--- src/shared/spindle_pkg.sv ---
/*
  Constants, register map and state type for the spindle power sequencer.
  Assumes a single 25 MHz system clock and a 32-bit AXI4-Lite register port.
*/
package spindle_pkg;

  localparam int unsigned AXI_AW = 8;

  localparam logic [7:0]  CTRL_OFF   = 8'h00;
  localparam logic [7:0]  STATUS_OFF = 8'h04;
  localparam logic [1:0]  RESP_OKAY   = 2'h0;
  localparam logic [1:0]  RESP_SLVERR = 2'h2;
  localparam logic [31:0] CTRL_RST    = 32'h0000_0000;

  localparam int unsigned CTRL_REMOTE_BIT = 0;
  localparam int unsigned CTRL_START_BIT  = 1;
  localparam int unsigned STAT_STATE_LSB  = 0;
  localparam int unsigned STAT_OUT_LSB    = 8;
  localparam int unsigned STAT_PIN_LSB    = 20;

  localparam int unsigned PIN_W        = 12;
  localparam int unsigned PIN_START    = 0;
  localparam int unsigned PIN_SEQREQ   = 1;
  localparam int unsigned PIN_BREAKERS = 2;
  localparam int unsigned PIN_PACK     = 3;
  localparam int unsigned PIN_COVER    = 4;
  localparam int unsigned PIN_THERMAL  = 5;
  localparam int unsigned PIN_SPEED    = 6;
  localparam int unsigned PIN_LOADED   = 7;
  localparam int unsigned PIN_UNLOADED = 8;
  localparam int unsigned PIN_SUPPLY   = 9;
  localparam int unsigned SUPPLY_W     = 3;
  localparam int unsigned OUT_W        = 10;

  localparam longint unsigned CLK_HZ        = 25_000_000;
  localparam longint unsigned LOAD_DELAY_S  = 10;
  localparam longint unsigned BRAKE_TIME_S  = 30;
  localparam longint unsigned FLASH_HALF_MS = 250;

  localparam logic [31:0] LOAD_DELAY_CYC = 32'(CLK_HZ * LOAD_DELAY_S);
  localparam logic [31:0] BRAKE_CYC      = 32'(CLK_HZ * BRAKE_TIME_S);
  localparam logic [31:0] FLASH_CYC      = 32'(CLK_HZ * FLASH_HALF_MS / 1000);

  typedef enum logic [2:0] {
    ST_IDLE,
    ST_SPINUP,
    ST_LOADWAIT,
    ST_LOADING,
    ST_READY,
    ST_UNLOAD,
    ST_BRAKE
  } seq_state_e;

endpackage

--- src/shared/timer_if.sv ---
/*
  Run, limit and expiry signals between the sequencer and a cycle timer.
  Assumes both ends share one clock.
*/
`timescale 1ns/1ps
interface timer_if;
  logic        run;
  logic [31:0] limit;
  logic        done;
  modport ctl (output run, output limit, input done);
  modport tmr (input run, input limit, output done);
endinterface

--- src/cycle_timer.sv ---
/*
  Cycle counter that pulses done once per limit cycles while run is high.
  Assumes limit is at least one and stays constant while run is high.
*/
`timescale 1ns/1ps
module cycle_timer (
  input wire logic clk,
  input wire logic rst_n,
  timer_if.tmr     tm
);

  logic [31:0] count_q;
  logic        done_q;
  wire         atEnd = (count_q == tm.limit - 32'h0000_0001);

  // The count clears whenever run drops, so each run starts from zero.
  always_ff @(posedge clk or negedge rst_n) begin
    if (!rst_n) begin
      count_q <= 32'h0000_0000;
      done_q  <= 1'b0;
    end else if (!tm.run) begin
      count_q <= 32'h0000_0000;
      done_q  <= 1'b0;
    end else if (atEnd) begin
      count_q <= 32'h0000_0000;
      done_q  <= 1'b1;
    end else begin
      count_q <= count_q + 32'h0000_0001;
      done_q  <= 1'b0;
    end
  end

  assign tm.done = done_q;

endmodule

--- src/spindle_power_sequencer.sv ---
/*
  Spindle motor, brake, head load and retract sequencer with an AXI4-Lite
  register port.
  Assumes switch and sensor inputs are asynchronous and relay drivers
  follow the registered outputs.
*/
// Functional notes
// - Speed up: arm retract, start load delay
// - Start needs breakers, pack, closed cover
// - Load delay expiry starts head loading
// - Ready flashes at start-up, steady when loaded
// - Switch toggle or lost request powers off
// - Retraction drives heads back, ready flashes
// - Heads unloaded: stop retraction, release motor
// - Motor release enables braking sequence
// - Brake power first, then brake output
// - Speed loss drops retract output
// - Brakes release thirty seconds after braking
// - Brake release: lamp off, cover unlocked
// - Any supply loss drops retract output
// - Low speed starts emergency retract
// - Thermal overload removes motor power
// - No restart while thermal switch open
// - Power-on needs pack installed
// - Rotation needs cover closed
// - Cover locked while pack rotates
`timescale 1ns/1ps
module spindle_power_sequencer
  import spindle_pkg::*;
#(
  parameter logic [31:0] LOAD_CYC  = spindle_pkg::LOAD_DELAY_CYC,
  parameter logic [31:0] BRAKE_LEN = spindle_pkg::BRAKE_CYC,
  parameter logic [31:0] FLASH_LEN = spindle_pkg::FLASH_CYC
) (
  input  wire logic                              clk,
  input  wire logic                              rst_n,
  input  wire logic [spindle_pkg::AXI_AW-1:0]    s_axi_awaddr,
  input  wire logic                              s_axi_awvalid,
  output logic                                   s_axi_awready,
  input  wire logic [31:0]                       s_axi_wdata,
  input  wire logic [3:0]                        s_axi_wstrb,
  input  wire logic                              s_axi_wvalid,
  output logic                                   s_axi_wready,
  output logic [1:0]                             s_axi_bresp,
  output logic                                   s_axi_bvalid,
  input  wire logic                              s_axi_bready,
  input  wire logic [spindle_pkg::AXI_AW-1:0]    s_axi_araddr,
  input  wire logic                              s_axi_arvalid,
  output logic                                   s_axi_arready,
  output logic [31:0]                            s_axi_rdata,
  output logic [1:0]                             s_axi_rresp,
  output logic                                   s_axi_rvalid,
  input  wire logic                              s_axi_rready,
  input  wire logic                              startSw,
  input  wire logic                              seqPowerReq,
  input  wire logic                              breakersOk,
  input  wire logic                              packOn,
  input  wire logic                              coverClosed,
  input  wire logic                              thermalOk,
  input  wire logic                              speedSense,
  input  wire logic                              headsLoaded,
  input  wire logic                              headsUnloaded,
  input  wire logic [spindle_pkg::SUPPLY_W-1:0]  supplyGood,
  output logic                                   sequence_power_ctl,
  output logic                                   start_ctl,
  output logic                                   speed_ok,
  output logic                                   motor_ctl,
  output logic                                   brake_power_ctl,
  output logic                                   retract_ctl,
  output logic                                   brake_ctl,
  output logic                                   return_home_retract,
  output logic                                   headsLoadReq,
  output logic                                   readyLamp,
  output logic                                   coverLock
);

  import spindle_pkg::*;

  // Input synchronisation.
  logic [PIN_W-1:0] pinRaw;
  logic [PIN_W-1:0] pinSync;

  assign pinRaw = {supplyGood, headsUnloaded, headsLoaded, speedSense, thermalOk,
                   coverClosed, packOn, breakersOk, seqPowerReq, startSw};

  sync_bank #(.W(PIN_W)) u_sync (
    .clk   (clk),
    .rst_n (rst_n),
    .d     (pinRaw),
    .q     (pinSync)
  );

  wire                startS    = pinSync[PIN_START];
  wire                seqReqS   = pinSync[PIN_SEQREQ];
  wire                breakersS = pinSync[PIN_BREAKERS];
  wire                packS     = pinSync[PIN_PACK];
  wire                coverS    = pinSync[PIN_COVER];
  wire                thermalS  = pinSync[PIN_THERMAL];
  wire                speedS    = pinSync[PIN_SPEED];
  wire                loadedS   = pinSync[PIN_LOADED];
  wire                unloadedS = pinSync[PIN_UNLOADED];
  wire [SUPPLY_W-1:0] supplyS   = pinSync[PIN_SUPPLY +: SUPPLY_W];

  // Register state.
  logic        remoteMode_q;
  logic        softStart_q;
  logic        startPrev_q;
  logic        flash_q;
  seq_state_e  state_q;
  seq_state_e  state_d;

  // Timers.
  timer_if seqTmr ();
  timer_if flashTmr ();

  cycle_timer u_seq_timer (
    .clk   (clk),
    .rst_n (rst_n),
    .tm    (seqTmr.tmr)
  );

  cycle_timer u_flash_timer (
    .clk   (clk),
    .rst_n (rst_n),
    .tm    (flashTmr.tmr)
  );

  wire inLoadWait = (state_q == ST_LOADWAIT);
  wire inBrake    = (state_q == ST_BRAKE);

  // Both intervals are counted in system clock cycles.
  assign seqTmr.run     = inLoadWait | inBrake;
  assign seqTmr.limit   = inBrake ? BRAKE_LEN : LOAD_CYC;
  assign flashTmr.run   = 1'b1;
  assign flashTmr.limit = FLASH_LEN;

  // Sequence conditions.
  wire supplyAll  = &supplyS;
  wire startPress = (startS & ~startPrev_q) | softStart_q;
  // Local mode follows the +20Y supply; remote mode follows the controller.
  wire seqPower   = remoteMode_q ? seqReqS : supplyS[0];
  // Start needs breakers, pack, closed cover and a cool motor.
  wire startOk    = seqPower & breakersS & packS & coverS & thermalS;
  // A switch toggle, loss of request, pack or cover all begin power-off.
  wire stopReq    = startPress | ~seqPower | ~packS | ~coverS;
  // Lost speed or supply while heads may be out forces a retract.
  wire emergency  = ~speedS | ~supplyAll;

  always_comb begin
    state_d = state_q;
    case (state_q)
      ST_IDLE: begin
        if (startPress && startOk) begin
          state_d = ST_SPINUP;
        end
      end
      ST_SPINUP: begin
        if (stopReq || !thermalS) begin
          state_d = ST_UNLOAD;
        end else if (speedS) begin
          state_d = ST_LOADWAIT;
        end
      end
      ST_LOADWAIT: begin
        if (stopReq || emergency) begin
          state_d = ST_UNLOAD;
        end else if (seqTmr.done) begin
          state_d = ST_LOADING;
        end
      end
      ST_LOADING: begin
        if (stopReq || emergency) begin
          state_d = ST_UNLOAD;
        end else if (loadedS) begin
          state_d = ST_READY;
        end
      end
      ST_READY: begin
        if (stopReq || emergency) begin
          state_d = ST_UNLOAD;
        end
      end
      ST_UNLOAD: begin
        if (unloadedS) begin
          state_d = ST_BRAKE;
        end
      end
      ST_BRAKE: begin
        if (seqTmr.done) begin
          state_d = ST_IDLE;
        end
      end
      default: begin
        state_d = ST_IDLE;
      end
    endcase
  end

  // Output decode.
  wire runStart   = (state_q == ST_SPINUP) | inLoadWait | (state_q == ST_LOADING)
                  | (state_q == ST_READY);
  // Motor runs until heads are unloaded; a thermal trip removes it at once.
  wire motorOn    = (runStart | (state_q == ST_UNLOAD)) & thermalS;
  wire rotating   = runStart | (state_q == ST_UNLOAD) | inBrake;
  wire lampSteady = (state_q == ST_READY);
  wire lampFlash  = rotating & ~lampSteady;
  // Brake output rises one cycle after brake power and drops with it.
  wire brakeOn    = inBrake & brake_power_ctl;

  always_ff @(posedge clk or negedge rst_n) begin
    if (!rst_n) begin
      state_q     <= ST_IDLE;
      startPrev_q <= 1'b0;
      flash_q     <= 1'b0;
    end else begin
      state_q     <= state_d;
      startPrev_q <= startS;
      flash_q     <= flashTmr.done ? ~flash_q : flash_q;
    end
  end

  // All relay and lamp outputs are registered.
  always_ff @(posedge clk or negedge rst_n) begin
    if (!rst_n) begin
      sequence_power_ctl  <= 1'b0;
      start_ctl           <= 1'b0;
      speed_ok            <= 1'b0;
      motor_ctl           <= 1'b0;
      brake_power_ctl     <= 1'b0;
      brake_ctl           <= 1'b0;
      retract_ctl         <= 1'b0;
      return_home_retract <= 1'b0;
      headsLoadReq        <= 1'b0;
      readyLamp           <= 1'b0;
      coverLock           <= 1'b0;
    end else begin
      sequence_power_ctl  <= seqPower;
      start_ctl           <= runStart;
      speed_ok            <= speedS;
      motor_ctl           <= motorOn;
      brake_power_ctl     <= inBrake;
      brake_ctl           <= brakeOn;
      retract_ctl         <= speedS & supplyAll;
      return_home_retract <= (state_q == ST_UNLOAD);
      headsLoadReq        <= (state_q == ST_LOADING);
      readyLamp           <= lampSteady | (lampFlash & flash_q);
      coverLock           <= rotating;
    end
  end

  // AXI4-Lite slave: one write and one read at a time.
  logic [AXI_AW-1:0] awAddr_q;
  logic [31:0]       wData_q;
  logic [3:0]        wStrb_q;

  wire awTake   = s_axi_awvalid & s_axi_awready;
  wire wTake    = s_axi_wvalid & s_axi_wready;
  wire bDone    = s_axi_bvalid & s_axi_bready;
  wire wrFire   = ~s_axi_awready & ~s_axi_wready & ~s_axi_bvalid;
  wire wrCtrl   = wrFire & (awAddr_q == CTRL_OFF);
  wire wrStatus = wrFire & (awAddr_q == STATUS_OFF);
  wire wrOk     = wrCtrl | wrStatus;
  wire arTake   = s_axi_arvalid & s_axi_arready;
  wire rDone    = s_axi_rvalid & s_axi_rready;
  wire rdCtrl   = (s_axi_araddr == CTRL_OFF);
  wire rdStatus = (s_axi_araddr == STATUS_OFF);

  wire [31:0] ctrlView = 32'(remoteMode_q) << CTRL_REMOTE_BIT;
  wire [OUT_W-1:0] outView = {coverLock, readyLamp, headsLoadReq, return_home_retract,
                              brake_ctl, retract_ctl, brake_power_ctl, motor_ctl,
                              speed_ok, start_ctl};
  wire [31:0] statusView = (32'(state_q) << STAT_STATE_LSB)
                         | (32'(outView) << STAT_OUT_LSB)
                         | (32'(pinSync) << STAT_PIN_LSB);
  wire [31:0] rdMux = rdCtrl ? ctrlView : (rdStatus ? statusView : 32'h0000_0000);

  always_ff @(posedge clk or negedge rst_n) begin
    if (!rst_n) begin
      s_axi_awready <= 1'b1;
      s_axi_wready  <= 1'b1;
      s_axi_bvalid  <= 1'b0;
      s_axi_bresp   <= RESP_OKAY;
      awAddr_q      <= '0;
      wData_q       <= 32'h0000_0000;
      wStrb_q       <= 4'h0;
    end else begin
      if (awTake) begin
        s_axi_awready <= 1'b0;
        awAddr_q      <= s_axi_awaddr;
      end
      if (wTake) begin
        s_axi_wready <= 1'b0;
        wData_q      <= s_axi_wdata;
        wStrb_q      <= s_axi_wstrb;
      end
      if (wrFire) begin
        s_axi_bvalid <= 1'b1;
        s_axi_bresp  <= wrOk ? RESP_OKAY : RESP_SLVERR;
      end
      if (bDone) begin
        s_axi_bvalid  <= 1'b0;
        s_axi_awready <= 1'b1;
        s_axi_wready  <= 1'b1;
      end
    end
  end

  // Control register; the start bit is a self-clearing one-cycle press.
  always_ff @(posedge clk or negedge rst_n) begin
    if (!rst_n) begin
      remoteMode_q <= CTRL_RST[CTRL_REMOTE_BIT];
      softStart_q  <= 1'b0;
    end else begin
      softStart_q <= wrCtrl & wStrb_q[0] & wData_q[CTRL_START_BIT];
      if (wrCtrl && wStrb_q[0]) begin
        remoteMode_q <= wData_q[CTRL_REMOTE_BIT];
      end
    end
  end

  always_ff @(posedge clk or negedge rst_n) begin
    if (!rst_n) begin
      s_axi_arready <= 1'b1;
      s_axi_rvalid  <= 1'b0;
      s_axi_rdata   <= 32'h0000_0000;
      s_axi_rresp   <= RESP_OKAY;
    end else if (arTake) begin
      s_axi_arready <= 1'b0;
      s_axi_rvalid  <= 1'b1;
      s_axi_rdata   <= rdMux;
      s_axi_rresp   <= (rdCtrl | rdStatus) ? RESP_OKAY : RESP_SLVERR;
    end else if (rDone) begin
      s_axi_arready <= 1'b1;
      s_axi_rvalid  <= 1'b0;
    end
  end

endmodule

--- src/sync_bank.sv ---
/*
  Two-flop synchronisers, one per input bit.
  Assumes inputs are asynchronous to clk.
*/
`timescale 1ns/1ps
module sync_bank #(
  parameter int unsigned W = 1
) (
  input  wire logic         clk,
  input  wire logic         rst_n,
  input  wire logic [W-1:0] d,
  output logic      [W-1:0] q
);

  genvar i;
  generate
    for (i = 0; i < W; i++) begin : g_bit
      logic meta_q;
      logic stable_q;
      always_ff @(posedge clk or negedge rst_n) begin
        if (!rst_n) begin
          meta_q   <= 1'b0;
          stable_q <= 1'b0;
        end else begin
          meta_q   <= d[i];
          stable_q <= meta_q;
        end
      end
      assign q[i] = stable_q;
    end
  endgenerate

endmodule

--- config.mk ---
export PLATFORM = sky130hd
export DESIGN_NAME = spindle_power_sequencer
export DESIGN_NICKNAME = d
export VERILOG_FILES = /design/src/shared/spindle_pkg.sv /design/src/shared/timer_if.sv /design/src/cycle_timer.sv /design/src/spindle_power_sequencer.sv /design/src/sync_bank.sv
export SDC_FILE = /design/constraint.sdc
export NUM_CORES = 1
export LEC_CHECK = 0
export ABC_CLOCK_PERIOD_IN_PS = 3900
export BUFFER_PORTS_ARGS = -buffer_cell sky130_fd_sc_hd__buf_2
export CAP_MARGIN = 5
export CELL_PAD_IN_SITES_DETAIL_PLACEMENT = 1
export CELL_PAD_IN_SITES_GLOBAL_PLACEMENT = 1
export CORE_MARGIN = 2
export CORE_UTILIZATION = 47
export CTS_CLUSTER_SIZE = 10
export DETAILED_ROUTE_END_ITERATION = 12
export PLACE_DENSITY = 0.92
export SKIP_CTS_REPAIR_TIMING = 1
export SYNTH_ARGS = -nofsm -noshare
export SYNTH_HDL_FRONTEND = slang
export SYNTH_SLANG_ARGS = --single-unit
export TNS_END_PERCENT = 10
--- constraint.sdc ---
create_clock -name clk -period 3.9 [get_ports clk]
set_clock_uncertainty 0.1 [all_clocks]
set_input_delay 0.585 -clock clk [delete_from_list [all_inputs] [get_ports clk]]
set_output_delay 0.585 -clock clk [all_outputs]
set_load 0.01 [all_outputs]
Word level (Yosys, flattened, before mapping)
Cells that the tools add are included.
- bits in registers: 160
- output and inout port bits: 52
- equal/unequal tests: 17
- $add $sub $neg: 3
- reductions and logical operators: 14
- bitwise logic cells: 48
- mux-type cells: 33
- operators by type and width (kind ; number):
    $mux W32 ; 5
    $add A32 B1 Y32 const B ; 2
    $eq A32 B23 Y1 const B ; 1
    $eq A32 B32 Y1 ; 1
    $or A18 B32 Y32 ; 1
    $sub A30 B1 Y31 const B ; 1
    $mux W3 ; 10
    $mux W30 ; 1
    $and A1 B1 Y1 ; 21
    $pmux W3 S7 ; 1
    $or A3 B18 Y18 ; 1
    $eq A8 B3 Y1 const B ; 2
    $logic_not A8 Y1 ; 2
    $mux W1 ; 14
    $or A1 B1 Y1 ; 14
    $not A1 Y1 ; 11
    $eq A3 B3 Y1 const B ; 3
    $reduce_bool A2 Y1 ; 4
    $reduce_and A7 Y1 ; 1
    $eq A3 B2 Y1 const B ; 2
    $ne A2 B1 Y1 const B ; 3
    $ne A3 B2 Y1 const B ; 2
    $mux W2 ; 2
    $eq A3 B1 Y1 const B ; 1
    7 further kinds ; 9

Logic depth before layout (Yosys ltp)
Gate-level depths: netlist (run 1).
- depth in word-level cells: 9
- mapped depth: 8

Cells and area by module
Synthesis (run 1) repeated with hierarchy kept, for this count alone.
- cell total of the unflattened synthesis: 951
- area total of the unflattened synthesis: 9145.0 um^2
- by module, submodules not included (module ; times used ; cells an instance ; area each (um^2)):
    cycle_timer (u_flash_timer) ; 1 ; 360 ; 3000.4
    cycle_timer (u_seq_timer) ; 1 ; 350 ; 2909.0
    spindle_power_sequencer ; 1 ; 205 ; 2544.9
    sync_bank ; 1 ; 36 ; 690.7

Worst setup path after synthesis (run 1)
OpenSTA, ideal clock, no wires.
- kind: input to register
- start point: input port s_axi_araddr[1] in the netlist's numbering
- end point: register s_axi_rdata[10]
- path slack: 2053 ps
- stages: 5
- required time: 3734 ps
- arrival time: 1680 ps
- cells stage by stage: nor4_1 -> nand4_1 -> nor2_1 -> clkbuf_1 -> a22o_1
- cells in the longest elaborated chain, start to end: 3
- elaborated cells on any way between the ends: 4
- classes of those cells: eq/ne (1); mux (2); reduce/logical (1)
- ends and longest elaborated chain (item ; line ; RTL):
    from (decl) ; spindle_power_sequencer.sv:47 ; input wire logic [spindle_pkg::AXI_AW-1:0] s_axi_araddr,
    $eq A8 B3 Y1 ; spindle_power_sequencer.sv:266 ; wire rdStatus = (s_axi_araddr == STATUS_OFF);
    $mux W32 ; spindle_power_sequencer.sv:275 ; wire [31:0] rdMux = rdCtrl ? ctrlView : (rdStatus ? statusView : 32'h0000_0000);
    $mux W32 * ; spindle_power_sequencer.sv:275 ;
    to (signal assigned) ; spindle_power_sequencer.sv:330 ; s_axi_rdata <= rdMux;
    to (decl) ; spindle_power_sequencer.sv:50 ; output logic [31:0] s_axi_rdata,
Mark *: on every way between the ends. The rest lies on a longest branch, timed or not.
A chain may end at the register's enable or synchronous reset.

Final worst setup path (run 1)
- start point: register state_q[1]
- end point: register u_seq_timer.count_q[22]
- cells in the longest elaborated chain, start to end: 6
- elaborated cells on any way between the ends: 8
- classes of those cells: add/sub (1); eq/ne (3); mux (3); bitwise (1)
- ends and longest elaborated chain (item ; line ; RTL):
    from (decl) ; spindle_power_sequencer.sv:109 ; seq_state_e state_q;
    from (signal assigned) ; spindle_power_sequencer.sv:216 ; state_q <= state_d;
    $eq A3 B3 Y1 * ; spindle_power_sequencer.sv:129 ; wire inBrake = (state_q == ST_BRAKE);
    named net inBrake ; spindle_power_sequencer.sv:129 ;
    $mux W30 ; spindle_power_sequencer.sv:133 ; assign seqTmr.limit = inBrake ? BRAKE_LEN : LOAD_CYC;
    $sub A30 B1 Y31 ; cycle_timer.sv:14 ; wire atEnd = (count_q == tm.limit - 32'h0000_0001);
    $eq A32 B32 Y1 ; cycle_timer.sv:14 ;
    $mux W32 ; cycle_timer.sv:24 ; end else if (atEnd) begin
    $mux W32 * ; cycle_timer.sv:21 ; end else if (!tm.run) begin
    to (signal assigned) ; cycle_timer.sv:28 ; count_q <= count_q + 32'h0000_0001;
    to (decl) ; cycle_timer.sv:12 ; logic [31:0] count_q;
Mark *: on every way through the listed nets, which the timed path passes. The rest lies on a longest branch.

==> results of run 1 <==
[final cells by class]
cell class              count  share of cell area (%)
clock buffers              18                   5.662
well taps                 176                   2.905
flip-flops and latches    151                   49.90
multi-input cells         384                   33.21
clock inverters            14                   1.750
inverters                  17                  0.8419
repair buffers             82                   5.728
[cells by family after synthesis]
group	after synthesis	share of synthesized area, %
DFF	151	58.29
and+or+nand+nor	242	20.79
buffers and inverters	46	3.374
xor gates and xnor gates	58	7.829
muxes	15	2.565
AOI/OAI and AO/OA	58	6.711
adders and majority gates	2	0.3856
other	1	0.05779
[state kept, by name, indices dropped and copies added, names as in the netlist, 2 cells and up]
register,cells
s_axi_rdata,25
u_sync.g_bit.stable_q,12
wData_q,2
u_seq_timer.count_q,32
u_flash_timer.count_q,32
state_q,3
awAddr_q,8
u_sync.g_bit.meta_q,12
[path summary, 6_finish.rpt]
kind	from	to	slack [ps]	cells past startpoint
max in group asynchronous	rst_n	u_seq_timer.count_q[16]	2800	2
worst max-delay path	state_q[1]	u_seq_timer.count_q[22]	1030	5
worst max register to register	state_q[1]	u_seq_timer.count_q[22]	1030	5
worst min-delay path	rst_n	readyLamp	120	1
min in group clk	seqPowerReq	u_sync.g_bit[1].meta_q	140	1
worst min register to register	u_sync.g_bit[8].meta_q	u_sync.g_bit[8].stable_q	250	0
[power by group]
group	total [uW]	internal (uW)	switching, uW
clock network	1590	844	741
registers	1900	1720	176
logic	556	213	343
total	4040	2780	1260
[per-stage QoR]
stage,utilization (%),area (sq um),worst slack (ps),instances
finish,56.79,7580,1029,842
global route,56.79,7580,829.0,842
CTS,56.79,7580,1022,842
detailed placement,52.58,7018,1107,810
global placement,52.58,7018,1325,810
floorplan,-,6519,2053,581
[cell usage in the layout (no fill, tap or decap), types with 7 or more instances in the layout]
cell type and instances:
a21oi_1 7, and3_1 9, nand3_1 30, xor2_1 34, nor3_1 12, xnor2_1 24
mux2_2 12, o21ai_0 8, conb_1 9, a22o_1 24, dfrtp_1 148, nand2_1 39
nor4_1 10, buf_2 79, nor2_1 71, inv_1 17, clkbuf_16 17, nand4_1 22
[metal layers]
layer  wire (um)  part of all wire (%)
met5           0                     0
met4         777                   4.2
met3         863                   4.6
met2       10090                    54
met1        6957                    37
[worst reg2reg max path, delay by kind of cell (launching register included)]
| family | cells | cell delay (ps) |
|---|---|---|
| AOI/OAI and AO/OA | 1 | 270 |
| DFF | 1 | 610 |
| and+or+nand+nor | 4 | 1730 |
==> flow_summary.json, run 1 <==
{
  "cts_tree": "built",
  "ctsLongestPathBuffers": 2,
  "num_vias": 4897,
  "finalSetupTns_ps": 0,
  "synth-edff-count": 0,
  "gr-total-overflow": 0,
  "busiest_layer": "met2",
  "synthTopCellsByArea": "dfrtp_1 (57%), xor2_1 (4.6%), nor2_1 (4.1%)",
  "row_count": 42,
  "rsz0062_at_grt": "no",
  "synthCells": 573,
  "place_congestion": 0.8343,
  "multi_input_area_sq_um": 2517,
  "start_kind": "flop",
  "setup_viol": 0,
  "antenna_left": 0,
  "clk_latency_ps": 450,
  "slowest_delay_ps": 860,
  "finalHoldViolCount": 0,
  "p_total_uw": 4040,
  "grt_util_met2_pct": 48.31,
  "synth_ff_type": "dfrtp_1",
  "antenna_found_initial": 0,
  "synth_area_sq_um": 6489,
  "crit_slowest_cell": "nand2_1",
  "initial_utilization_pct": 48.61,
  "portBuffers": 80,
  "synth-async-reset-ratio_pct": 100.0,
  "nets": 726,
  "drc": 0,
  "max_slew_margin_pct": 28.12,
  "grt_pass1_wl_um": 29880,
  "holdWs_ps": 115.0,
  "use_met1_pct": 29.01,
  "routedWlPerCell_um": 22.19,
  "cp_top_family": "simple AND/OR/NAND/NOR gates",
  "boundaryPins": 123,
  "seq_area_sq_um": 3782,
  "yosysWarnings": 0,
  "cts_buffers": 17,
  "timing.fmax_mhz": 348.4,
  "dp_hpwl_um": 11650,
  "ys_ff_latch": 151,
  "clkTransAtPathRegs_ps": 70,
  "vias_per_cell": 5.816,
  "ys_seq_area_share_pct": 58.29,
  "crit_type": "reg2reg",
  "crit_fanout": 30,
  "synth.distinct_cells": 59,
  "cts.sinks": 151,
  "yosys.area.top_type": "dfrtp_1",
  "synth_top_area_share_pct": 57.08,
  "tightest_slew_ps": 1076,
  "nFillCells": 1429,
  "die_h_um": 121.5,
  "grtUsageTotal_pct": 27.03,
  "drtPass1Iterations": 4,
  "powerDensity_nw_per_um2": 533.0,
  "finalCriticalPeriod_ps": 2871,
  "wl_um": 18690,
  "min_period_over_period_pct": 73.61,
  "critPathCaptureType": "flop",
  "leakage_uw": 0.003557,
  "dr.first_iter.drc_count": 374,
  "root_buffer": "clkbuf_16",
  "drv_slew": 0,
  "peakVddDrop_uv": 396.7,
  "path_cells": "and3b_1, nor4_1, o2111ai_1, nand2_1, nor2_1",
  "area_growth_syn_to_layout_pct": 16.81,
  "cp.required_ps": 4060,
  "drive_above_1_share_pct": 21.17,
  "design.die.area_sq_um": 14760,
  "synthTopCellsByCount": "dfrtp_1 (148), nor2_1 (71), nand2_1 (39)",
  "insertedDiodeCount": 0,
  "grt_pass1_vias": 5521,
  "min_path_type": "in2async",
  "grt_use_met3_pct": 6.955,
  "yosysMostFrequentCell": "dfrtp_1",
  "grt_start_max_net_pins": 101,
  "htreeDepth": 4,
  "coreArea_sq_um": 13350,
  "critPathArrivalTime_ps": 3040,
  "status": "finished clean",
  "syn_area_per_cell_sq_um": 11.32,
  "cap_violations": 0,
  "crit_buf_inv": 0,
  "die_w_um": 121.5
}
Note: power is estimated with default switching activity, not from simulation.
==> run 2, diff against run 1 <==
--- a/config.mk
+++ b/config.mk
@@ -5,16 +5,17 @@
 export SDC_FILE = /design/constraint.sdc
 export NUM_CORES = 1
 export LEC_CHECK = 0
-export ABC_CLOCK_PERIOD_IN_PS = 3900
+export ABC_AREA = 1
+export ABC_CLOCK_PERIOD_IN_PS = 2800
 export BUFFER_PORTS_ARGS = -buffer_cell sky130_fd_sc_hd__buf_2
 export CAP_MARGIN = 5
 export CELL_PAD_IN_SITES_DETAIL_PLACEMENT = 1
 export CELL_PAD_IN_SITES_GLOBAL_PLACEMENT = 1
 export CORE_MARGIN = 2
-export CORE_UTILIZATION = 47
+export CORE_UTILIZATION = 42
 export CTS_CLUSTER_SIZE = 10
 export DETAILED_ROUTE_END_ITERATION = 12
-export PLACE_DENSITY = 0.92
+export PLACE_DENSITY = 0.87
 export SKIP_CTS_REPAIR_TIMING = 1
 export SYNTH_ARGS = -nofsm -noshare
 export SYNTH_HDL_FRONTEND = slang
==> constraint.sdc (replaced) <==
create_clock -name clk -period 2.8 [get_ports clk]
set_clock_uncertainty 0.1 [all_clocks]
set_input_delay 0.42 -clock clk [delete_from_list [all_inputs] [get_ports clk]]
set_output_delay 0.42 -clock clk [all_outputs]
set_load 0.01 [all_outputs]
==> run 2 against run 1 <==
- largest power group unchanged
- largest cell class unchanged
- power grew 45%
- flip-flop and latch count did not move
- cell count up 38%
- routed wire length grew 13%
==> flow_summary.json, run 2 <==
{
  "synthTopCellsByCount": "nand2_1 (199), dfrtp_1 (148), nor2_1 (118)",
  "tightest_slew_ps": 694.2,
  "grt_pass1_vias": 6520,
  "dpl.cell_count": 1119,
  "insertedDiodeCount": 0,
  "peakVddDrop_uv": 464.0,
  "synthCells": 826,
  "rr_worst_depth": 6,
  "dp_hpwl_um": 13790,
  "max_slew_margin_pct": 53.67,
  "routedWlPerCell_um": 18.21,
  "row_count": 47,
  "drv_slew": 0,
  "antenna_left": 0,
  "drt-met1-wl_um": 8462,
  "grt_pass1_wl_um": 32600,
  "drive_above_1_share_pct": 16.95,
  "ys_seq_area_share_pct": 53.31,
  "cap_violations": 0,
  "critPathArrivalTime_ps": 2360,
  "powerDensity_nw_per_um2": 695.3,
  "design.die.area_sq_um": 17950,
  "clk_latency_ps": 440,
  "cts_tree": "built",
  "antenna_found_initial": 0,
  "synth-edff-count": 0,
  "ctsLongestPathBuffers": 2,
  "finalCriticalPeriod_ps": 2194,
  "die_w_um": 134.0,
  "synth_area_sq_um": 7096,
  "setup_viol": 0,
  "ys_ff_latch": 151,
  "min_path_cells": 2,
  "drtPass1Iterations": 5,
  "synth.distinct_cells": 36,
  "final_cell_mix": "nand2_1 (199), dfrtp_1 (148), nor2_1 (118), inv_1 (93), buf_2 (79)",
  "portBuffers": 80,
  "yosysMostFrequentCell": "nand2_1",
  "finalHoldViolCount": 0,
  "highest-signal-layer": "met4",
  "synth_top_area_share_pct": 52.20,
  "timing.fmax_mhz": 455.7,
  "nets": 1004,
  "boundaryPins": 123,
  "status": "finished clean",
  "syn_area_per_cell_sq_um": 8.590,
  "leakage_uw": 0.004031,
  "route.met2.wl_um": 11120,
  "instances_no_fill": 1164,
  "yosys.area.top_type": "dfrtp_1",
  "cts_buffers": 17,
  "synth-async-reset-ratio_pct": 100.0,
  "wl_um": 21200,
  "cp.required_ps": 2970,
  "grtUsageTotal_pct": 23.22,
  "top_regs": "u_flash_timer.count_q: 32 flops, u_seq_timer.count_q: 32 flops, s_axi_rdata: 25 flops",
  "htreeDepth": 4,
  "drc": 0,
  "synthTopCellsByArea": "dfrtp_1 (52%), nand2_1 (11%), nor2_1 (6.2%)",
  "gr-total-overflow": 0,
  "mostFrequentLayoutCell": "nand2_1",
  "fin_area_sq_um": 8447,
  "routed-wl-met3_um": 820,
  "yosysWarnings": 0,
  "start_kind": "flop",
  "min_period_over_period_pct": 78.37,
  "clkTransAtPathRegs_ps": 70,
  "min_path_type": "in2reg",
  "coreArea_sq_um": 16520,
  "p_total_uw": 5873,
  "dr.first_iter.drc_count": 345,
  "finalSetupTns_ps": 0,
  "area_growth_syn_to_layout_pct": 19.04,
  "vias_per_cell": 5.197,
  "initial_utilization_pct": 42.94,
  "synth_ff_type": "dfrtp_1",
  "cts.sinks": 151,
  "crit_type": "reg2reg",
  "placed_area_sq_um": 7729,
  "rsz0062_at_grt": "no",
  "grt_start_max_net_pins": 60,
  "root_buffer": "clkbuf_16",
  "crit_fanout": 15,
  "place_congestion": 0.8696,
  "final_util_pct": 51.12,
  "die_h_um": 134.0,
  "num_vias": 6049,
  "critPathCaptureType": "flop"
}
[run 2: metrics by stage]
stage / setup slack [ps] / hold slack, ps
4_1_cts: 645.0 / -184.5
3_3_place_gp: 801.2 / 232.9
3_5_place_dp: 659.8 / 236.5
2_1_floorplan: 1143 / 24.41
5_1_grt: 539.7 / 61.56
6_report: 605.6 / 57.76
[run 2: layer usage]
layer	track usage [%]	vias up
li1	-	2799
met1	27.26	3022
met2	41.62	176
met3	5.178	52
met4	8.511	0
met5	0	-
[run 2: cell families after synthesis]
group | synth area share, %
other | 0.05285
buffers and inverters | 7.106
adder cells (fa/ha/maj) | 0.3526
XOR/XNOR | 6.666
flip-flops | 53.31
AO/OA/AOI/OAI | 1.905
multiplexers | 1.587
AND/OR/NAND/NOR | 29.03
[run 2: critical path, stage by stage, from the launching register on]
cell and delay [ps]:
dfrtp_1 430, ha_1 280, nand3_2 190, inv_1 150
nand4_1 130, nor2_2 570, nor2_1 170
[run 2: layout make-up]
class | count | area [sq um]
clock buffer | 17 | 425.4
clock inverter | 15 | 162.7
fill | 1977 | 8078
inverter | 98 | 370.4
multi-input combinational | 565 | 2844
sequential | 151 | 3782
tap | 220 | 275.3
timing repair buffer | 98 | 586.8
[run 2: final timing paths]
| check | slack, ps | from | end |
|---|---|---|---|
| worst max-delay path | 610 | u_flash_timer.count_q[0] | u_flash_timer.count_q[10] |
| worst min-delay path | 60 | s_axi_awvalid | s_axi_awready |
| worst max register to register | 610 | u_flash_timer.count_q[0] | u_flash_timer.count_q[10] |
| worst min register to register | 250 | u_sync.g_bit[9].meta_q | u_sync.g_bit[9].stable_q |
| max in group asynchronous | 1480 | rst_n | s_axi_arready |
| min in group asynchronous | 380 | rst_n | s_axi_bvalid |
[run 2: power breakdown]
| part | leakage (uW) | internal (uW) | switching, uW |
|---|---|---|---|
| registers | 0.00197 | 2420 | 164 |
| logic | 0.00178 | 326 | 641 |
| clock network | 0.000281 | 1260 | 1060 |
